===== src/hw/frr_pkg.sv =====
// package for the frequency correction and signal strength register bank
package frr_pkg;
  localparam int AXI_AW = 10;
  localparam int AXI_DW = 32;
  // register indices, byte address is four times the index
  localparam logic [7:0] IDX_CTRL = 8'h1e;
  localparam logic [7:0] IDX_CORR_HI = 8'h1f;
  localparam logic [7:0] IDX_CORR_LO = 8'h20;
  localparam logic [7:0] IDX_FERR_HI = 8'h21;
  localparam logic [7:0] IDX_FERR_LO = 8'h22;
  localparam logic [7:0] IDX_SS_CTRL = 8'h23;
  localparam logic [7:0] IDX_SS_CODE = 8'h24;
  localparam logic [7:0] IDX_IRQ_STAT = 8'h30;
  localparam logic [7:0] IDX_IRQ_EN = 8'h31;
  localparam logic [7:0] IDX_IRQ_CLR = 8'h32;
  // freq_correction_control fields
  localparam int B_CORR_TRIG = 0;
  localparam int B_CORR_CLR = 1;
  localparam int B_CORR_AUTO = 2;
  localparam int B_CORR_AUTOCLR = 3;
  localparam int B_CORR_DONE = 4;
  localparam int B_FERR_TRIG = 5;
  localparam int B_FERR_DONE = 6;
  // signal_strength_control fields
  localparam int B_SS_TRIG = 0;
  localparam int B_SS_DONE = 1;
  // interrupt status fields
  localparam int IRQ_W = 3;
  localparam int IRQ_CORR = 0;
  localparam int IRQ_FERR = 1;
  localparam int IRQ_SS = 2;
  // reset values and response codes
  localparam logic [15:0] RST_CORR = 16'h0000;
  localparam logic [15:0] RST_FERR = 16'h0000;
  localparam logic [7:0] RST_SS_CODE = 8'hff;
  localparam logic [7:0] BYTE_ZERO = 8'h00;
  localparam logic [1:0] RESP_OKAY = 2'h0;
  localparam logic [1:0] RESP_SLVERR = 2'h2;

  typedef enum logic [1:0] {
    CORR_IDLE = 2'b00,
    CORR_RUN = 2'b01
  } frr_corr_e;

  // result word from a measurement engine, valid is a one-cycle pulse
  typedef struct packed {
    logic valid;
    logic [15:0] value;
  } frr_word_s;

  typedef struct packed {
    logic valid;
    logic [7:0] code;
  } frr_code_s;

  // receiver channel filter settings
  typedef struct packed {
    logic [2:0] offset_cancel_freq;
    logic [1:0] bw_mantissa;
    logic [2:0] bw_exponent;
  } frr_bw_s;
endpackage : frr_pkg


===== src/hw/frr_regs.sv =====
// axi4-lite register bank for correction, frequency error and signal strength
`timescale 1ns/1ps
// Contract
// - error trigger bit5 launches, reads zero; done bit6
// - correction done bit4 low while running, resets 1
// - auto bit2 selects trigger or receive-entry correction
// - auto-clear bit3 zeroes value before auto run
// - clear bit1 zeroes value in receive, reads zero
// - correction trigger bit0 starts one run, reads zero
// - correction value signed 16 bit at 0x1f/0x20
// - error value signed 16 bit at 0x21/0x22
// - strength trigger bit0 at 0x23 starts, reads zero
// - strength done bit1 low while sampling, resets 1
// - strength code half-dB units, resets 0xff
// - correction run uses correction bandwidth settings
module frr_regs (
  // clock and reset
  input wire logic aclk,
  input wire logic aresetn,
  // axi4-lite write
  input wire logic s_axi_awvalid,
  output logic s_axi_awready,
  input wire logic [frr_pkg::AXI_AW-1:0] s_axi_awaddr,
  input wire logic [2:0] s_axi_awprot,
  input wire logic s_axi_wvalid,
  output logic s_axi_wready,
  input wire logic [frr_pkg::AXI_DW-1:0] s_axi_wdata,
  input wire logic [3:0] s_axi_wstrb,
  output logic s_axi_bvalid,
  input wire logic s_axi_bready,
  output logic [1:0] s_axi_bresp,
  // axi4-lite read
  input wire logic s_axi_arvalid,
  output logic s_axi_arready,
  input wire logic [frr_pkg::AXI_AW-1:0] s_axi_araddr,
  input wire logic [2:0] s_axi_arprot,
  output logic s_axi_rvalid,
  input wire logic s_axi_rready,
  output logic [frr_pkg::AXI_DW-1:0] s_axi_rdata,
  output logic [1:0] s_axi_rresp,
  // receiver state and filter settings
  input wire logic rx_mode,
  input wire frr_pkg::frr_bw_s rx_bw_normal,
  input wire frr_pkg::frr_bw_s rx_bw_correction,
  output frr_pkg::frr_bw_s rx_bw_active,
  // measurement engines
  output logic correction_start,
  input wire frr_pkg::frr_word_s correction_result,
  output logic freq_error_start,
  input wire frr_pkg::frr_word_s freq_error_result,
  output logic signal_strength_start,
  input wire frr_pkg::frr_code_s signal_strength_result,
  // interrupt
  output logic irq
);
  import frr_pkg::*;

  function automatic logic [7:0] reg_index(input logic [AXI_AW-1:0] a);
    reg_index = a[AXI_AW-1:2];
  endfunction : reg_index

  function automatic logic is_mapped(input logic [7:0] i);
    is_mapped = (i >= IDX_CTRL && i <= IDX_SS_CODE) || (i >= IDX_IRQ_STAT && i <= IDX_IRQ_CLR);
  endfunction : is_mapped

  // bus handshake state
  logic awready_ff, wready_ff, bvalid_ff, arready_ff, rvalid_ff;
  logic [7:0] widx_ff;
  logic [7:0] wbyte_ff;
  logic wlane_ff;
  logic [1:0] bresp_ff, rresp_ff;
  logic [7:0] rbyte_ff;
  // block state
  logic auto_ff, autoclr_ff, rx_mode_q_ff;
  logic corr_done_ff, ferr_done_ff, ss_done_ff;
  logic corr_start_ff, ferr_start_ff, ss_start_ff;
  logic [15:0] corr_value_ff, ferr_value_ff;
  logic [7:0] ss_code_ff;
  logic [IRQ_W-1:0] stat_ff, en_ff;
  logic irq_ff;
  frr_bw_s rx_bw_ff;
  frr_corr_e corr_state_ff, nxt_corr_state;

  wire aw_hs = s_axi_awvalid & awready_ff;
  wire w_hs = s_axi_wvalid & wready_ff;
  wire ar_hs = s_axi_arvalid & arready_ff;
  wire do_write = !awready_ff & !wready_ff & !bvalid_ff;
  wire wr_ok = do_write & wlane_ff & is_mapped(widx_ff);
  wire wr_ctrl = wr_ok & (widx_ff == IDX_CTRL);
  wire wr_ss_ctrl = wr_ok & (widx_ff == IDX_SS_CTRL);
  wire wr_irq_en = wr_ok & (widx_ff == IDX_IRQ_EN);
  wire wr_irq_clr = wr_ok & (widx_ff == IDX_IRQ_CLR);
  wire [7:0] ridx = reg_index(s_axi_araddr);
  wire rx_enter = rx_mode & !rx_mode_q_ff;

  // correction launch sources
  wire corr_sw_go = wr_ctrl & wbyte_ff[B_CORR_TRIG] & !auto_ff;
  wire corr_auto_go = auto_ff & rx_enter;
  wire nxt_corr_start = corr_sw_go | corr_auto_go;
  wire corr_sw_clr = wr_ctrl & wbyte_ff[B_CORR_CLR] & rx_mode;
  wire corr_auto_clr = corr_auto_go & autoclr_ff;
  wire corr_finish = correction_result.valid & (corr_state_ff == CORR_RUN);
  wire ferr_go = wr_ctrl & wbyte_ff[B_FERR_TRIG];
  wire ferr_finish = freq_error_result.valid & !ferr_done_ff;
  wire ss_go = wr_ss_ctrl & wbyte_ff[B_SS_TRIG];
  wire ss_finish = signal_strength_result.valid & !ss_done_ff;

  always_comb begin
    nxt_corr_state = corr_state_ff;
    unique case (corr_state_ff)
      CORR_IDLE: begin
        if (nxt_corr_start) begin
          nxt_corr_state = CORR_RUN;
        end
      end
      CORR_RUN: begin
        if (nxt_corr_start) begin
          nxt_corr_state = CORR_RUN;
        end else if (corr_finish) begin
          nxt_corr_state = CORR_IDLE;
        end
      end
      default: nxt_corr_state = CORR_IDLE;
    endcase
  end

  wire nxt_corr_done = (nxt_corr_state == CORR_IDLE);
  wire nxt_ferr_done = ferr_go ? 1'b0 : (ferr_finish ? 1'b1 : ferr_done_ff);
  wire nxt_ss_done = ss_go ? 1'b0 : (ss_finish ? 1'b1 : ss_done_ff);
  wire [15:0] nxt_corr_value = (corr_sw_clr | corr_auto_clr) ? RST_CORR :
                               (corr_finish ? correction_result.value : corr_value_ff);
  wire [15:0] nxt_ferr_value = ferr_finish ? freq_error_result.value : ferr_value_ff;
  wire [7:0] nxt_ss_code = ss_finish ? signal_strength_result.code : ss_code_ff;

  // sticky events, a set in the clear cycle wins
  wire [IRQ_W-1:0] events = {ss_finish, ferr_finish, corr_finish};
  wire [IRQ_W-1:0] clr_mask = wr_irq_clr ? wbyte_ff[IRQ_W-1:0] : {IRQ_W{1'b0}};
  wire [IRQ_W-1:0] nxt_stat = (stat_ff & ~clr_mask) | events;
  wire irq_src = |(stat_ff & en_ff);

  // read data, trigger bits always zero
  wire [7:0] ctrl_rd = {1'b0, ferr_done_ff, 1'b0, corr_done_ff, autoclr_ff, auto_ff, 2'b00};
  wire [7:0] ss_ctrl_rd = {6'h00, ss_done_ff, 1'b0};
  wire [7:0] nxt_rbyte =
    (ridx == IDX_CTRL) ? ctrl_rd :
    (ridx == IDX_CORR_HI) ? corr_value_ff[15:8] :
    (ridx == IDX_CORR_LO) ? corr_value_ff[7:0] :
    (ridx == IDX_FERR_HI) ? ferr_value_ff[15:8] :
    (ridx == IDX_FERR_LO) ? ferr_value_ff[7:0] :
    (ridx == IDX_SS_CTRL) ? ss_ctrl_rd :
    (ridx == IDX_SS_CODE) ? ss_code_ff :
    (ridx == IDX_IRQ_STAT) ? {{(8-IRQ_W){1'b0}}, stat_ff} :
    (ridx == IDX_IRQ_EN) ? {{(8-IRQ_W){1'b0}}, en_ff} : BYTE_ZERO;

  // write channel
  always_ff @(posedge aclk) begin
    if (!aresetn) begin
      awready_ff <= 1'b1;
      wready_ff <= 1'b1;
      bvalid_ff <= 1'b0;
      bresp_ff <= RESP_OKAY;
      widx_ff <= BYTE_ZERO;
      wbyte_ff <= BYTE_ZERO;
      wlane_ff <= 1'b0;
    end else begin
      if (aw_hs) begin
        awready_ff <= 1'b0;
        widx_ff <= reg_index(s_axi_awaddr);
      end
      if (w_hs) begin
        wready_ff <= 1'b0;
        wbyte_ff <= s_axi_wdata[7:0];
        wlane_ff <= s_axi_wstrb[0];
      end
      if (do_write) begin
        bvalid_ff <= 1'b1;
        bresp_ff <= is_mapped(widx_ff) ? RESP_OKAY : RESP_SLVERR;
      end
      if (bvalid_ff && s_axi_bready) begin
        bvalid_ff <= 1'b0;
        awready_ff <= 1'b1;
        wready_ff <= 1'b1;
      end
    end
  end

  // read channel
  always_ff @(posedge aclk) begin
    if (!aresetn) begin
      arready_ff <= 1'b1;
      rvalid_ff <= 1'b0;
      rbyte_ff <= BYTE_ZERO;
      rresp_ff <= RESP_OKAY;
    end else if (ar_hs) begin
      arready_ff <= 1'b0;
      rvalid_ff <= 1'b1;
      rbyte_ff <= nxt_rbyte;
      rresp_ff <= is_mapped(ridx) ? RESP_OKAY : RESP_SLVERR;
    end else if (rvalid_ff && s_axi_rready) begin
      rvalid_ff <= 1'b0;
      arready_ff <= 1'b1;
    end
  end

  // control and measurement state
  always_ff @(posedge aclk) begin
    if (!aresetn) begin
      auto_ff <= 1'b0;
      autoclr_ff <= 1'b0;
      rx_mode_q_ff <= 1'b0;
      corr_state_ff <= CORR_IDLE;
      corr_done_ff <= 1'b1;
      ferr_done_ff <= 1'b0;
      ss_done_ff <= 1'b1;
      corr_start_ff <= 1'b0;
      ferr_start_ff <= 1'b0;
      ss_start_ff <= 1'b0;
      corr_value_ff <= RST_CORR;
      ferr_value_ff <= RST_FERR;
      ss_code_ff <= RST_SS_CODE;
    end else begin
      if (wr_ctrl) begin
        auto_ff <= wbyte_ff[B_CORR_AUTO];
        autoclr_ff <= wbyte_ff[B_CORR_AUTOCLR];
      end
      rx_mode_q_ff <= rx_mode;
      corr_state_ff <= nxt_corr_state;
      corr_done_ff <= nxt_corr_done;
      ferr_done_ff <= nxt_ferr_done;
      ss_done_ff <= nxt_ss_done;
      corr_start_ff <= nxt_corr_start;
      ferr_start_ff <= ferr_go;
      ss_start_ff <= ss_go;
      corr_value_ff <= nxt_corr_value;
      ferr_value_ff <= nxt_ferr_value;
      ss_code_ff <= nxt_ss_code;
    end
  end

  // interrupts and filter selection
  always_ff @(posedge aclk) begin
    if (!aresetn) begin
      stat_ff <= {IRQ_W{1'b0}};
      en_ff <= {IRQ_W{1'b0}};
      irq_ff <= 1'b0;
      rx_bw_ff <= '0;
    end else begin
      stat_ff <= nxt_stat;
      if (wr_irq_en) begin
        en_ff <= wbyte_ff[IRQ_W-1:0];
      end
      irq_ff <= irq_src;
      rx_bw_ff <= nxt_corr_done ? rx_bw_normal : rx_bw_correction;
    end
  end

  assign s_axi_awready = awready_ff;
  assign s_axi_wready = wready_ff;
  assign s_axi_bvalid = bvalid_ff;
  assign s_axi_bresp = bresp_ff;
  assign s_axi_arready = arready_ff;
  assign s_axi_rvalid = rvalid_ff;
  assign s_axi_rdata = {24'h000000, rbyte_ff};
  assign s_axi_rresp = rresp_ff;
  assign rx_bw_active = rx_bw_ff;
  assign correction_start = corr_start_ff;
  assign freq_error_start = ferr_start_ff;
  assign signal_strength_start = ss_start_ff;
  assign irq = irq_ff;
endmodule : frr_regs


===== config.mk =====
export PLATFORM = sky130hd
export DESIGN_NAME = frr_regs
export DESIGN_NICKNAME = d
export VERILOG_FILES = /design/src/hw/frr_pkg.sv /design/src/hw/frr_regs.sv
export SDC_FILE = /design/constraint.sdc
export NUM_CORES = 1
export LEC_CHECK = 0
export BUFFER_PORTS_ARGS = -buffer_cell sky130_fd_sc_hd__buf_2
export CORE_MARGIN = 4
export CORE_UTILIZATION = 50
export CTS_BUF_LIST = sky130_fd_sc_hd__clkbuf_4
export DETAILED_ROUTE_END_ITERATION = 6
export PLACE_DENSITY = 0.83
export SYNTH_ARGS = -nofsm -noshare
export SYNTH_HDL_FRONTEND = slang
export SYNTH_SLANG_ARGS = --single-unit

===== constraint.sdc =====
create_clock -name aclk -period 2.9 [get_ports aclk]
set_clock_uncertainty 0.2 [all_clocks]
set_input_delay 0.58 -clock aclk [delete_from_list [all_inputs] [get_ports aclk]]
set_output_delay 0.58 -clock aclk [all_outputs]
set_load 0.01 [all_outputs]

# Word level (Yosys, flattened, before mapping)
# Cells that the tools add are included.
[totals] input_bits=129 elab_cells=128 regBits=98 out_inout_bits=53
[op_classes] n_eq_ne=14 reduce_logical=23 mux=23 magnitude_cmp=8 bitwise_logic=30
[op_table] operator="8-bit by 6-bit equality test with 1-bit output (second input constant)" count=10
[op_table] operator="8-bit 2-to-1 mux" count=8
[op_table] operator="8-bit by 6-bit <= comparator with 1-bit output (second input constant)" count=4
[op_table] operator="8-bit by 5-bit equality test with 1-bit output (second input constant)" count=3
[op_table] operator="1-bit AND" count=23
[op_table] operator="8-bit by 5-bit >= comparator with 1-bit output (second input constant)" count=2
[op_table] operator="8-bit by 6-bit >= comparator with 1-bit output (second input constant)" count=2
[op_table] operator="2-bit 2-to-1 mux" count=5
[op_table] operator="3-bit 2-to-1 mux" count=3
[op_table] operator="1-bit logical NOT" count=7
[op_table] operator="3-bit AND" count=2
[op_table] operator="1-bit logical AND" count=6
[op_table] operator="1-bit 2-to-1 mux" count=6
[op_table] operator="2-bit OR reduction" count=3
[op_table] operator="2-bit logical NOT" count=2
[op_table] operator="2-bit one-hot mux with 2 select lines" count=1
[op_table] operator="2-bit nonzero test" count=2
[op_table] operator="3-bit NOT" count=1
[op_table] operator="3-bit OR" count=1
[op_table] operator="3-bit OR reduction" count=1
[op_table] operator="2-bit by 1-bit equality test with 1-bit output (second input constant)" count=1
[op_table] operator="1-bit logical OR" count=2
[op_table] operator="1-bit OR" count=2
[op_table] operator="1-bit NOT" count=1

# Depth between registers and ports, before layout
# Gate-level depths: netlist of the first run.
[depth] depth_word=13 depth_mapped=7 depth_no_buf=5

# Least setup slack after synthesis of the first run
# No wires, ideal clock.
[synth_timing] path_kind="in2reg" from="in s_axi_araddr[4] in the netlist's numbering" to="reg rbyte_ff[3]" n_path_buf=1 arrival_ns=2.141 path_stages=6 path_slack_ns=0.489 required_ns=2.630 path_cell_list="buf_6 -> or4_4 -> a2111oi_4 -> a21oi_1 -> or4_1 -> a21boi_1"
[synth_via] elab_chain_cells=8 elab_cells_between_ends=14 classes_between="7 x eq/ne; 7 x mux"
[synth_rtl] item="start, declared" line_no="frr_regs.sv:35" source="input wire logic [frr_pkg::AXI_AW-1:0] s_axi_araddr,"
[synth_rtl] item="8-bit by 6-bit equality test with 1-bit output" line_no="frr_regs.sv:151" source="(ridx == IDX_SS_CODE) ? ss_code_ff :"
[synth_rtl] item="8-bit 2-to-1 mux" line_no="frr_regs.sv:151"
[synth_rtl] item="8-bit 2-to-1 mux" line_no="frr_regs.sv:150" source="(ridx == IDX_SS_CTRL) ? ss_ctrl_rd :"
[synth_rtl] item="8-bit 2-to-1 mux" line_no="frr_regs.sv:149" source="(ridx == IDX_FERR_LO) ? ferr_value_ff[7:0] :"
[synth_rtl] item="8-bit 2-to-1 mux" line_no="frr_regs.sv:148" source="(ridx == IDX_FERR_HI) ? ferr_value_ff[15:8] :"
[synth_rtl] item="8-bit 2-to-1 mux" line_no="frr_regs.sv:147" source="(ridx == IDX_CORR_LO) ? corr_value_ff[7:0] :"
[synth_rtl] item="8-bit 2-to-1 mux" line_no="frr_regs.sv:146" source="(ridx == IDX_CORR_HI) ? corr_value_ff[15:8] :"
[synth_rtl] item="8-bit 2-to-1 mux (*)" line_no="frr_regs.sv:145" source="(ridx == IDX_CTRL) ? ctrl_rd :"
[synth_rtl] item="end signal, assigned" line_no="frr_regs.sv:197" source="rbyte_ff <= nxt_rbyte;"
[synth_rtl] item="end, declared" line_no="frr_regs.sv:72" source="logic [7:0] rbyte_ff;"
# Mark *: on every way between the ends. The rest lies on a longest branch, timed or not.
# A chain may end at the register's enable or synchronous reset.

# Worst setup path after layout of the first run
[layout_timing] from="reg awready_ff, in the netlist s_axi_awready" to="reg corr_done_ff"
[layout_via] elab_chain_cells=12 elab_cells_between_ends=13 classes_between="3 x mux; 8 x bitwise; 2 x reduce/logical"
[layout_rtl] item="start, declared" line_no="frr_regs.sv:67" source="logic awready_ff, wready_ff, bvalid_ff, arready_ff, rvalid_ff;"
[layout_rtl] item="start signal, assigned" line_no="frr_regs.sv:158" source="awready_ff <= 1'b1;"
[layout_rtl] item="start signal, assigned" line_no="frr_regs.sv:167" source="awready_ff <= 1'b0;"
[layout_rtl] item="start signal, assigned" line_no="frr_regs.sv:181" source="awready_ff <= 1'b1;"
[layout_rtl] item="1-bit logical NOT (*)" line_no="frr_regs.sv:87" source="wire do_write = !awready_ff & !wready_ff & !bvalid_ff;"
[layout_rtl] item="1-bit AND (*) (2 in series)" line_no="frr_regs.sv:87"
[layout_rtl] item="1-bit AND (*) (2 in series)" line_no="frr_regs.sv:88" source="wire wr_ok = do_write & wlane_ff & is_mapped(widx_ff);"
[layout_rtl] item="1-bit AND (*)" line_no="frr_regs.sv:89" source="wire wr_ctrl = wr_ok & (widx_ff == IDX_CTRL);"
[layout_rtl] item="1-bit AND (*) (2 in series)" line_no="frr_regs.sv:97" source="wire corr_sw_go = wr_ctrl & wbyte_ff[B_CORR_TRIG] & !auto_ff;"
[layout_rtl] item="1-bit OR (*)" line_no="frr_regs.sv:99" source="wire nxt_corr_start = corr_sw_go | corr_auto_go;"
[layout_rtl] item="2-bit 2-to-1 mux, on equally long branches" line_no="frr_regs.sv:117, frr_regs.sv:112"
[layout_rtl] item="2-bit one-hot mux with 2 select lines (*)" line_no="frr_regs.sv:110" source="unique case (corr_state_ff)"
[layout_rtl] item="2-bit logical NOT (*)" line_no="frr_regs.sv:127" source="wire nxt_corr_done = (nxt_corr_state == CORR_IDLE);"
[layout_rtl] item="end signal, assigned" line_no="frr_regs.sv:228" source="corr_done_ff <= nxt_corr_done;"
[layout_rtl] item="end, declared" line_no="frr_regs.sv:75" source="logic corr_done_ff, ferr_done_ff, ss_done_ff;"
# Marked as above.

==> results of run 1 <==
-- flip-flops by register name, summed over array words and instances, names as in the netlist, 2 cells and up --
signal,cells
corr_value_ff,16
ferr_value_ff,16
rbyte_ff,8
rx_bw_active,8
ss_code_ff,8
widx_ff,8
wbyte_ff,5
en_ff,3
stat_ff,3
corr_state_ff,2
-- logic make-up (layout without fill, tap and decap cells) --
| logic type | after synthesis | count (layout) | synth area share (%) |
|---|---|---|---|
| flip-flops | 95 | 95 | 43.7 |
| AND/OR/NAND/NOR | 218 | 218 | 24.8 |
| buffers and inverters | 66 | 143 | 8.36 |
| AO/OA/AOI/OAI | 128 | 128 | 19.6 |
| multiplexers | 15 | 15 | 3.50 |
| other | 1 | 27 | 0.0861 |
-- where the power goes --
part	total [mW]	internal [mW]	switching, mW
logic	0.270	0.119	0.152
registers	1.39	1.35	0.0362
clock network	0.681	0.195	0.487
-- area by class of cell --
type                       count  area [sq um]
clock buffer                   9          67.6
clock inverter                 7          63.8
fill                         749          3330
inverter                       6          22.5
multi-input combinational    388          2190
sequential                    95          1900
tap                          105           131
timing repair buffer         121           633
-- routing by layer --
metal | up-vias | GRT usage, % | wire length [um]
met4 | 0 | 7.16 | 188
met1 | 1797 | 25.2 | 4350
met2 | 144 | 34.4 | 5070
li1 | 1960 | - | -
met5 | - | 0 | 0
met3 | 17 | 4.20 | 841
-- placed cells by master (no fill, tap or decap), types with 4 or more instances in the layout --
cell	instances
buf_2	115
nor2b_1	15
dfxtp_1	95
buf_4	5
nor3_1	7
mux2i_1	13
inv_1	6
nand3_1	34
nor2_1	7
clkinv_4	4
o21ai_0	16
o21ai_1	8
nand4_1	4
a21boi_0	33
a21oi_1	38
conb_1	27
or2_2	4
a211oi_1	4
a2bb2oi_1	4
nand2b_1	7
clkbuf_4	9
nand2_1	113
-- worst paths after layout --
kind,slack [ps],depth (start not counted),startpoint,endpoint
max,460,4,s_axi_awready,corr_done_ff
min,120,3,rx_bw_normal[7],rx_bw_active[7]
max reg2reg,460,4,s_axi_awready,corr_done_ff
min reg2reg,270,2,corr_value_ff[4],corr_value_ff[4]
-- worst min-delay path, cell delays in order --
cell and delay [ps]:
buf_2 70, nand3_1 50, o21ai_1 60
==> out/qor.txt, run 1 <==
status = finished, final reports clean
asr flop ratio synth = 0%
Tightest Pin Transition = 750 ps
Via density = 5.36
CP Data Required Time = 3050 ps
initial DRC count = 181
placed cells = 715
fmax = 0.411 GHz
Worst slew margin = 49.9%
number of max-cap violations = 0
pre-CTS setup slack = 348 ps
DIE AREA = 0.0103 sq mm
post-route ant nets = 0
number of enable flip-flop cells after synthesis = 0
static leakage power = 2.04 nW
Cell Area, Synth = 0.00436 sq mm
VDD IR max = 0.192 mV
top-count cell post-synth = nand2_1
commonest cells in the synthesized netlist = nand2_1 (113), dfxtp_1 (95), a21oi_1 (38)
Remaining DRCs = 0
Area growth syn-to-layout = 15.0%
drt pass-1 iters = 5
setup ws final = 464 ps
setup TNS = 0 ps
Yosys warnings = 0
crit start category = flip-flop
via count = 3918
Initial Utilization = 52.2%
grt total ovfl = 0
Clk pin slew, worst setup/hold paths = 160 ps
slowest stage cell, crit path = or4b_4
H-tree depth = 3
fin. max-slew vios = 0
Yosys top cell by area = dfxtp_1
worst-path cell chain = or4b_4 -> nor4_4 -> a31oi_2 -> nand2b_1
crit path max fanout = 17
Ports = 182
CP delay by family, top = simple AND/OR/NAND/NOR gates
final core area utilization = 60.1%
antenna diode count = 0
number of global-route vias before repair = 3628
row count = 33
post-layout instance area = 0.00501 sq mm
Area contributors post-synth = dfxtp_1 (44%), nand2_1 (9.7%), a21boi_0 (5.7%), buf_4 (4.5%), a21oi_1 (4.4%)
Post-Syn Instances = 523
Final period util = 84.0%
worst hold path type = primary input to flip-flop
Power Density = 467 mW/mm^2
critical path class = flip-flop to flip-flop
dpl hpwl = 8090 um
Syn Area/Cell = 8.33 sq um
largest net degree at the start of global routing = 66
# clock sinks = 95
sequential fraction of the synthesis area = 43.7%
gr usage total = 20.2%
ys flop type = dfxtp_1
post-place instance area = 0.00488 sq mm
Tot Pwr = 2.34 mW
share of post-route cells with drive strength above 1 = 24.6%
CTS tree = built
Bufs and invs on worst path = 0
CTS max path bufs = 2
slowest stage delay, CP = 560 ps
hold slack = 123 ps
Layout Cells excl Fill = 731
Skew-Pair Late Insertion Delay = 460 ps
post-CTS sizing = 0
Synth cell types = 59
Final min period = 2440 ps
Buffers on Ports = 115
CTS buffer count = 9
Final Hold Fails = 0
DIE WIDTH = 101 um
Setup crit end kind = flip-flop
initial antenna violation count = 0
postcts setup bufs = 0
Placer Congestion = 0.849
Avg WL per Cell = 14.3 um
Synth top area share = 43.7%
clock root buffer = clkbuf_4
hold_buf cts = 0
final-report setup violation count = 0
#FFs+latches synth = 95
CP arrival = 2580 ps
nets = 750
RSZ-0062 raised after global routing = no
Post-Route WL = 10500 um
global-route wire length before repair = 16600 um
core box area = 0.00834 sq mm
Die H = 101 um
Note: power is estimated with default switching activity, not from simulation.
==> inputs of run 2 (changes only) <==
Clock period 2.9 ns to 2.3 ns, I/O delays scaled along.
==> run 2 against run 1 <==
Compared with the run above:
- via count is 3.3% higher
- routed wire length is 6.4% higher
- largest cell class unchanged
- critical endpoint is now stat_ff[2]
- setup slack worse by 350 ps
==> out/qor.txt, run 2 (synthesis results as in run 1) <==
# clock sinks = 95 (unchanged)
fmax = 0.458 GHz (+12%)
Post-Route WL = 11100 um (+6.4%)
worst r2r path cells = 5 (+1)
Initial Utilization = 52.2% (unchanged)
Setup crit start = s_axi_bvalid
setup TNS = 0 ps (unchanged)
VDD IR max = 0.305 mV (+59%)
Crit path depth = 5 (+1)
Setup crit end kind = flip-flop
Final Hold Fails = 0 (unchanged)
core box area = 0.00834 sq mm (unchanged)
largest net degree at the start of global routing = 25 (-62%)
placed cells = 734 (+2.7%)
Remaining DRCs = 0 (unchanged)
initial antenna violation count = 0 (unchanged)
number of global-route vias before repair = 3836 (+5.7%)
Placer Congestion = 0.908 (+6.9%)
CP delay by family, top = simple AND/OR/NAND/NOR gates
antenna diode count = 0 (unchanged)
Bufs and invs on worst path = 0 (unchanged)
Buffers on Ports = 115 (unchanged)
Via density = 5.30 (-1.2%)
CTS tree = built
slowest stage delay, CP = 580 ps (+20 ps)
worst hold path type = primary input to flip-flop
Die H = 101 um (unchanged)
RSZ-0062 raised after global routing = no
crit start category = flip-flop
slowest stage cell, crit path = or4b_4
DIE WIDTH = 101 um (unchanged)
reg2reg setup slack = 120 ps (-350 ps)
postcts setup bufs = 0 (unchanged)
grt total ovfl = 0 (unchanged)
Top Registers = corr_value_ff x16, ferr_value_ff x16
global-route wire length before repair = 17500 um (+5.4%)
final-report setup violation count = 0 (unchanged)
gr usage total = 21.4% (+1.2 points)
via count = 4047 (+3.3%)
DIE AREA = 0.0103 sq mm (unchanged)
Layout Cells excl Fill = 764 (+4.5%)
Area growth syn-to-layout = 21.8%
clock root buffer = clkbuf_4
CP Data Required Time = 2460 ps (-590 ps)
dpl hpwl = 8440 um (+4.4%)
share of post-route cells with drive strength above 1 = 26.3% (+1.7 points)
Clk pin slew, worst setup/hold paths = 160 ps (about the same)
Ports = 182 (unchanged)
critical path class = flip-flop to flip-flop
fin. max-slew vios = 0 (unchanged)
Worst slew margin = 53.1% (+3.2 points)
Skew-Pair Late Insertion Delay = 460 ps (about the same)
final core area utilization = 63.6% (+3.6 points)
post-route ant nets = 0 (unchanged)
Power Density = 580 mW/mm^2 (+24%)
Tightest Pin Transition = 702 ps (-48.0 ps)
row count = 33 (unchanged)
capturing point of the worst reg2reg path = stat_ff[2]
Final period util = 94.8% (+11 points)
CTS buffer count = 9 (unchanged)
static leakage power = 2.19 nW (+7.1%)
crit path max fanout = 5 (-12)
drt pass-1 iters = 5 (unchanged)
number of max-cap violations = 0 (unchanged)
reg2reg start = s_axi_bvalid
commonest non-fill, non-tap cell in the layout = buf_2
status = finished, final reports clean
most frequent cells in the layout = buf_2 (115), nand2_1 (113), dfxtp_1 (95)
Final min period = 2180 ps (-255 ps)
worst setup path endpoint = stat_ff[2]
CP arrival = 2340 ps (-240 ps)
worst-path cell chain = or4b_4 -> nor4b_1 -> nand2_1 -> a21oi_1 -> nor2b_1
initial DRC count = 176 (-2.8%)
CTS max path bufs = 2 (unchanged)
nets = 783 (+4.4%)
Avg WL per Cell = 14.6 um (+1.8%)
H-tree depth = 3 (unchanged)
[run 2: changes by cell type in the layout (fill, tap and decap cells not counted), sizes merged]
cell / previous run / this run
buf: 121 / 140
clkinvlp: 0 / 3
bufinv: 0 / 1
clkinv: 4 / 1
inv: 9 / 8
dlygate4sd3: 0 / 14
[run 2: final cells by class]
cell class,count,area [sq um]
clock inverter,7,81.3
sequential,95,1900
multi-input combinational,388,2200
tap,105,131
clock buffer,9,67.6
timing repair buffer,154,903
fill,715,3040
inverter,6,22.5
[run 2: report_power, final]
part           leakage, nW  switching [mW]  internal [mW]  total [mW]
combinational         1.34           0.208          0.178       0.386
sequential           0.776          0.0394           1.70        1.74
clock               0.0707           0.604          0.344       0.948
total                 2.19           0.852           2.22        3.08
[run 2: metal layers]
metal / vias up / part of all wire [%] / GRT usage, %
met3: 20 / 7.0 / 4.27
met4: 0 / 2.0 / 7.98
met5: - / 0 / 0
li1: 2025 / - / -
met1: 1867 / 42 / 25.6
met2: 135 / 49 / 37.8
[run 2: worst min-delay path by stage]
stage,slack (ps),depth (start not counted),endpoint,from
final,20,3,corr_value_ff[1],correction_result[1]
after global routing,1,3,rx_bw_active[0],rx_bw_correction[0]
after CTS,0.2,3,rx_bw_active[6],rx_bw_normal[6]
after detailed placement,250,1,ferr_done_ff,wbyte_ff[5]
after global placement,240,2,corr_value_ff[4],corr_value_ff[4]
after floorplan,220,1,ferr_done_ff,wbyte_ff[5]
[run 2: repair_timing]
action / 4_1_cts / 5_1_grt
setup endpoints to repair: 0 / 8
endpoints found under the hold margin: 12 / 0
hold buffers: 14 / 0
resized for setup: 0 / 1
[run 2: tightest hold or removal path: stages]
cell     delay [ps]
buf_2           100
nand2_1          40
a21oi_1          50
[run 2: per-stage QoR]
stage	setup WS (ps)	instance area [sq um]	power (mW)	hold slack, ps
2_1_floorplan	8.56	4450	2.01	219
3_3_place_gp	-85.6	5010	2.13	242
3_5_place_dp	-105	5010	2.14	248
4_1_cts	143	5300	3.09	0.164
5_1_grt	21.9	5310	3.20	1.24
6_report	119	5310	3.08	15.1
==> inputs of run 3 (changes only) <==
Settings changed: ABC_AREA from default to 1, CORE_MARGIN 4 to 3, CORE_UTILIZATION 50 to 49, PLACE_DENSITY 0.83 to 0.82, REMOVE_ABC_BUFFERS from default to 1.
==> run 3 against run 2 <==
Compared with the run above:
- routed wire length fell by 3.7%
- first-iteration DRC count is 2.3% lower
- combinational power decreased by 7.3%
- sequential power about the same
- count of clock-buffer cells in the layout increased by 1
- synthesized area decreased by 2.4%
- non-clock buffer count shrank 24
- clock power decreased by 18%
- critical path type unchanged
- critical endpoint is now rx_bw_active[4]
- largest cell class unchanged
- largest power group unchanged
==> out/qor.txt, run 3 <==
status = finished, final reports clean
drt pass-1 iters = 5 (unchanged)
Via density = 5.17 (-2.5%)
number of max-cap violations = 0 (unchanged)
Yosys warnings = 0 (unchanged)
number of global-route vias before repair = 3904 (+1.8%)
nets = 840 (+7.3%)
Post-Syn Instances = 592 (+13%)
Clk pin slew, worst setup/hold paths = 150 ps (about the same)
DIE WIDTH = 99.2 um (-2.1%)
post-layout instance area = 0.00501 sq mm (-5.6%)
Skew-Pair Late Insertion Delay = 440 ps (-20 ps)
Syn Area/Cell = 7.19 sq um (-14%)
ys flop type = dfxtp_1
post-route ant nets = 0 (unchanged)
CTS tree = built
most frequent cells in the layout = nand2_1 (130), buf_2 (115), dfxtp_1 (95)
RSZ-0062 raised after global routing = no
core box area = 0.00834 sq mm (unchanged)
initial antenna violation count = 1 (+1)
Avg WL per Cell = 13.0 um (-10%)
Final min period = 2010 ps (-167 ps)
sequential fraction of the synthesis area = 44.7% (+1.1 points)
Setup crit end kind = flip-flop
setup TNS = 0 ps (unchanged)
Final Hold Fails = 0 (unchanged)
asr flop ratio synth = 0% (unchanged)
Placer Congestion = 0.892 (-1.7%)
H-tree depth = 3 (unchanged)
grt total ovfl = 0 (unchanged)
crit start category = flip-flop
Cell Area, Synth = 0.00425 sq mm (-2.4%)
CTS buffer count = 9 (unchanged)
share of post-route cells with drive strength above 1 = 21.6% (-4.6 points)
Synth cell types = 33 (-44%)
Power Density = 579 mW/mm^2 (-0.19%)
Remaining DRCs = 0 (unchanged)
Post-Route WL = 10700 um (-3.7%)
Top Registers = corr_value_ff x16, ferr_value_ff x16
critical path class = flip-flop to flip-flop
post-CTS sizing = 0 (unchanged)
VDD IR max = 0.341 mV (+12%)
post-place instance area = 0.00486 sq mm (-3.0%)
top-count cell post-synth = nand2_1
Tot Pwr = 2.90 mW (-5.8%)
dpl hpwl = 8200 um (-2.8%)
antenna diode count = 0 (unchanged)
fill count = 811 (+13%)
Worst slew margin = 53.3% (+0.19 points)
worst hold path type = primary input to flip-flop
Final period util = 87.6% (-7.3 points)
global-route wire length before repair = 17200 um (-2.0%)
Initial Utilization = 51.0% (-1.2 points)
commonest non-fill, non-tap cell in the layout = nand2_1
final-report setup violation count = 0 (unchanged)
fin. max-slew vios = 0 (unchanged)
DIE AREA = 0.00984 sq mm (-4.2%)
CP Data Required Time = 2450 ps (about the same)
largest net degree at the start of global routing = 27 (+8.0%)
number of enable flip-flop cells after synthesis = 0 (unchanged)
Die H = 99.2 um (-2.1%)
via count = 4242 (+4.8%)
Ports = 182 (unchanged)
gr usage total = 21.5% (+0.11 points)
crit path max fanout = 9 (+4)
Synth top area share = 44.7% (+1.1 points)
placed cells = 801 (+9.1%)
#FFs+latches synth = 95 (unchanged)
CTS max path bufs = 2 (unchanged)
Tightest Pin Transition = 699 ps (-2.83 ps)
setup ws final = 286 ps (+167 ps)
Layout Cells excl Fill = 821 (+7.5%)
Area growth syn-to-layout = 17.7%
static leakage power = 2.41 nW (+10%)
pre-CTS setup slack = 122 ps (+226 ps)
CP arrival = 2170 ps (-170 ps)
fmax = 0.496 GHz (+8.3%)
clock root buffer = clkbuf_4
Buffers on Ports = 115 (unchanged)
initial DRC count = 172 (-2.3%)
Yosys top cell by area = dfxtp_1
# clock sinks = 95 (unchanged)
Area contributors post-synth = dfxtp_1 (45%), nand2_1 (11%), a21oi_1 (6.1%), o21ai_0 (5.6%), nor2_1 (5.6%)
row count = 33 (unchanged)
commonest cells in the synthesized netlist = nand2_1 (130), dfxtp_1 (95), nor2_1 (64)
run 3: final timing paths:
check	from	end	slack, ps	cells past startpoint
max	widx_ff[4]	rx_bw_active[4]	290	11
min	signal_strength_result[3]	ss_code_ff[3]	10	3
max reg2reg	widx_ff[4]	rx_bw_active[4]	290	11
min reg2reg	ferr_value_ff[5]	ferr_value_ff[5]	270	2
run 3: critical path, cell delays in order, from the launching register on:
cell	delay [ps]
dfxtp_1	490
nand2_1	140
inv_2	70
nand3_2	80
a21oi_2	170
nand3_2	110
nor2_4	170
nand2_2	100
nand3_4	130
nand2_4	120
nand3_1	100
nand2_1	50
run 3: area by class of cell:
class / count / area, sq um / share of cell area [%]
clock buffers: 10 / 75.1 / 1.50
clock inverters: 6 / 37.5 / 0.749
inverters: 56 / 210 / 4.20
multi-input cells: 419 / 1950 / 39.0
flip-flops and latches: 95 / 1900 / 38.0
well taps: 105 / 131 / 2.62
repair buffers: 130 / 698 / 13.9
run 3: kinds of logic (layout without fill, tap and decap cells):
logic type,count (synthesis),in the layout,synth area share (%)
AO/OA/AOI/OAI,112,112,14.0
buffers and inverters,104,202,11.6
flip-flops,95,95,44.7
other,1,27,0.0882
AND/OR/NAND/NOR,280,280,29.5
run 3: timing repair:
action | CTS | global route
endpoints found under the hold margin | 2 | 2
hold buffers | 2 | 2
endpoints found under the setup margin | 0 | 0
buffers inserted | 0 | 0
run 3: per-stage QoR:
stage / util [%] / hold WS [ps]
after floorplan: - / 209
final: 60.1 / 12.5
after CTS: 59.8 / 4.12
after detailed placement: 58.2 / 244
after global routing: 60.1 / 0.321
after global placement: 58.2 / 233
run 3: report_power, final:
group          internal, mW  switching, mW
sequential             1.71         0.0451
combinational         0.137          0.220
clock                 0.230          0.553
run 3: routing by layer:
layer	vias up	part of all wire (%)	global-route usage, %
li1	2135	-	-
met1	1919	42	26.1
met2	161	47	36.8
met3	25	8.2	6.03
met4	2	2.3	6.93
met5	-	0.12	0
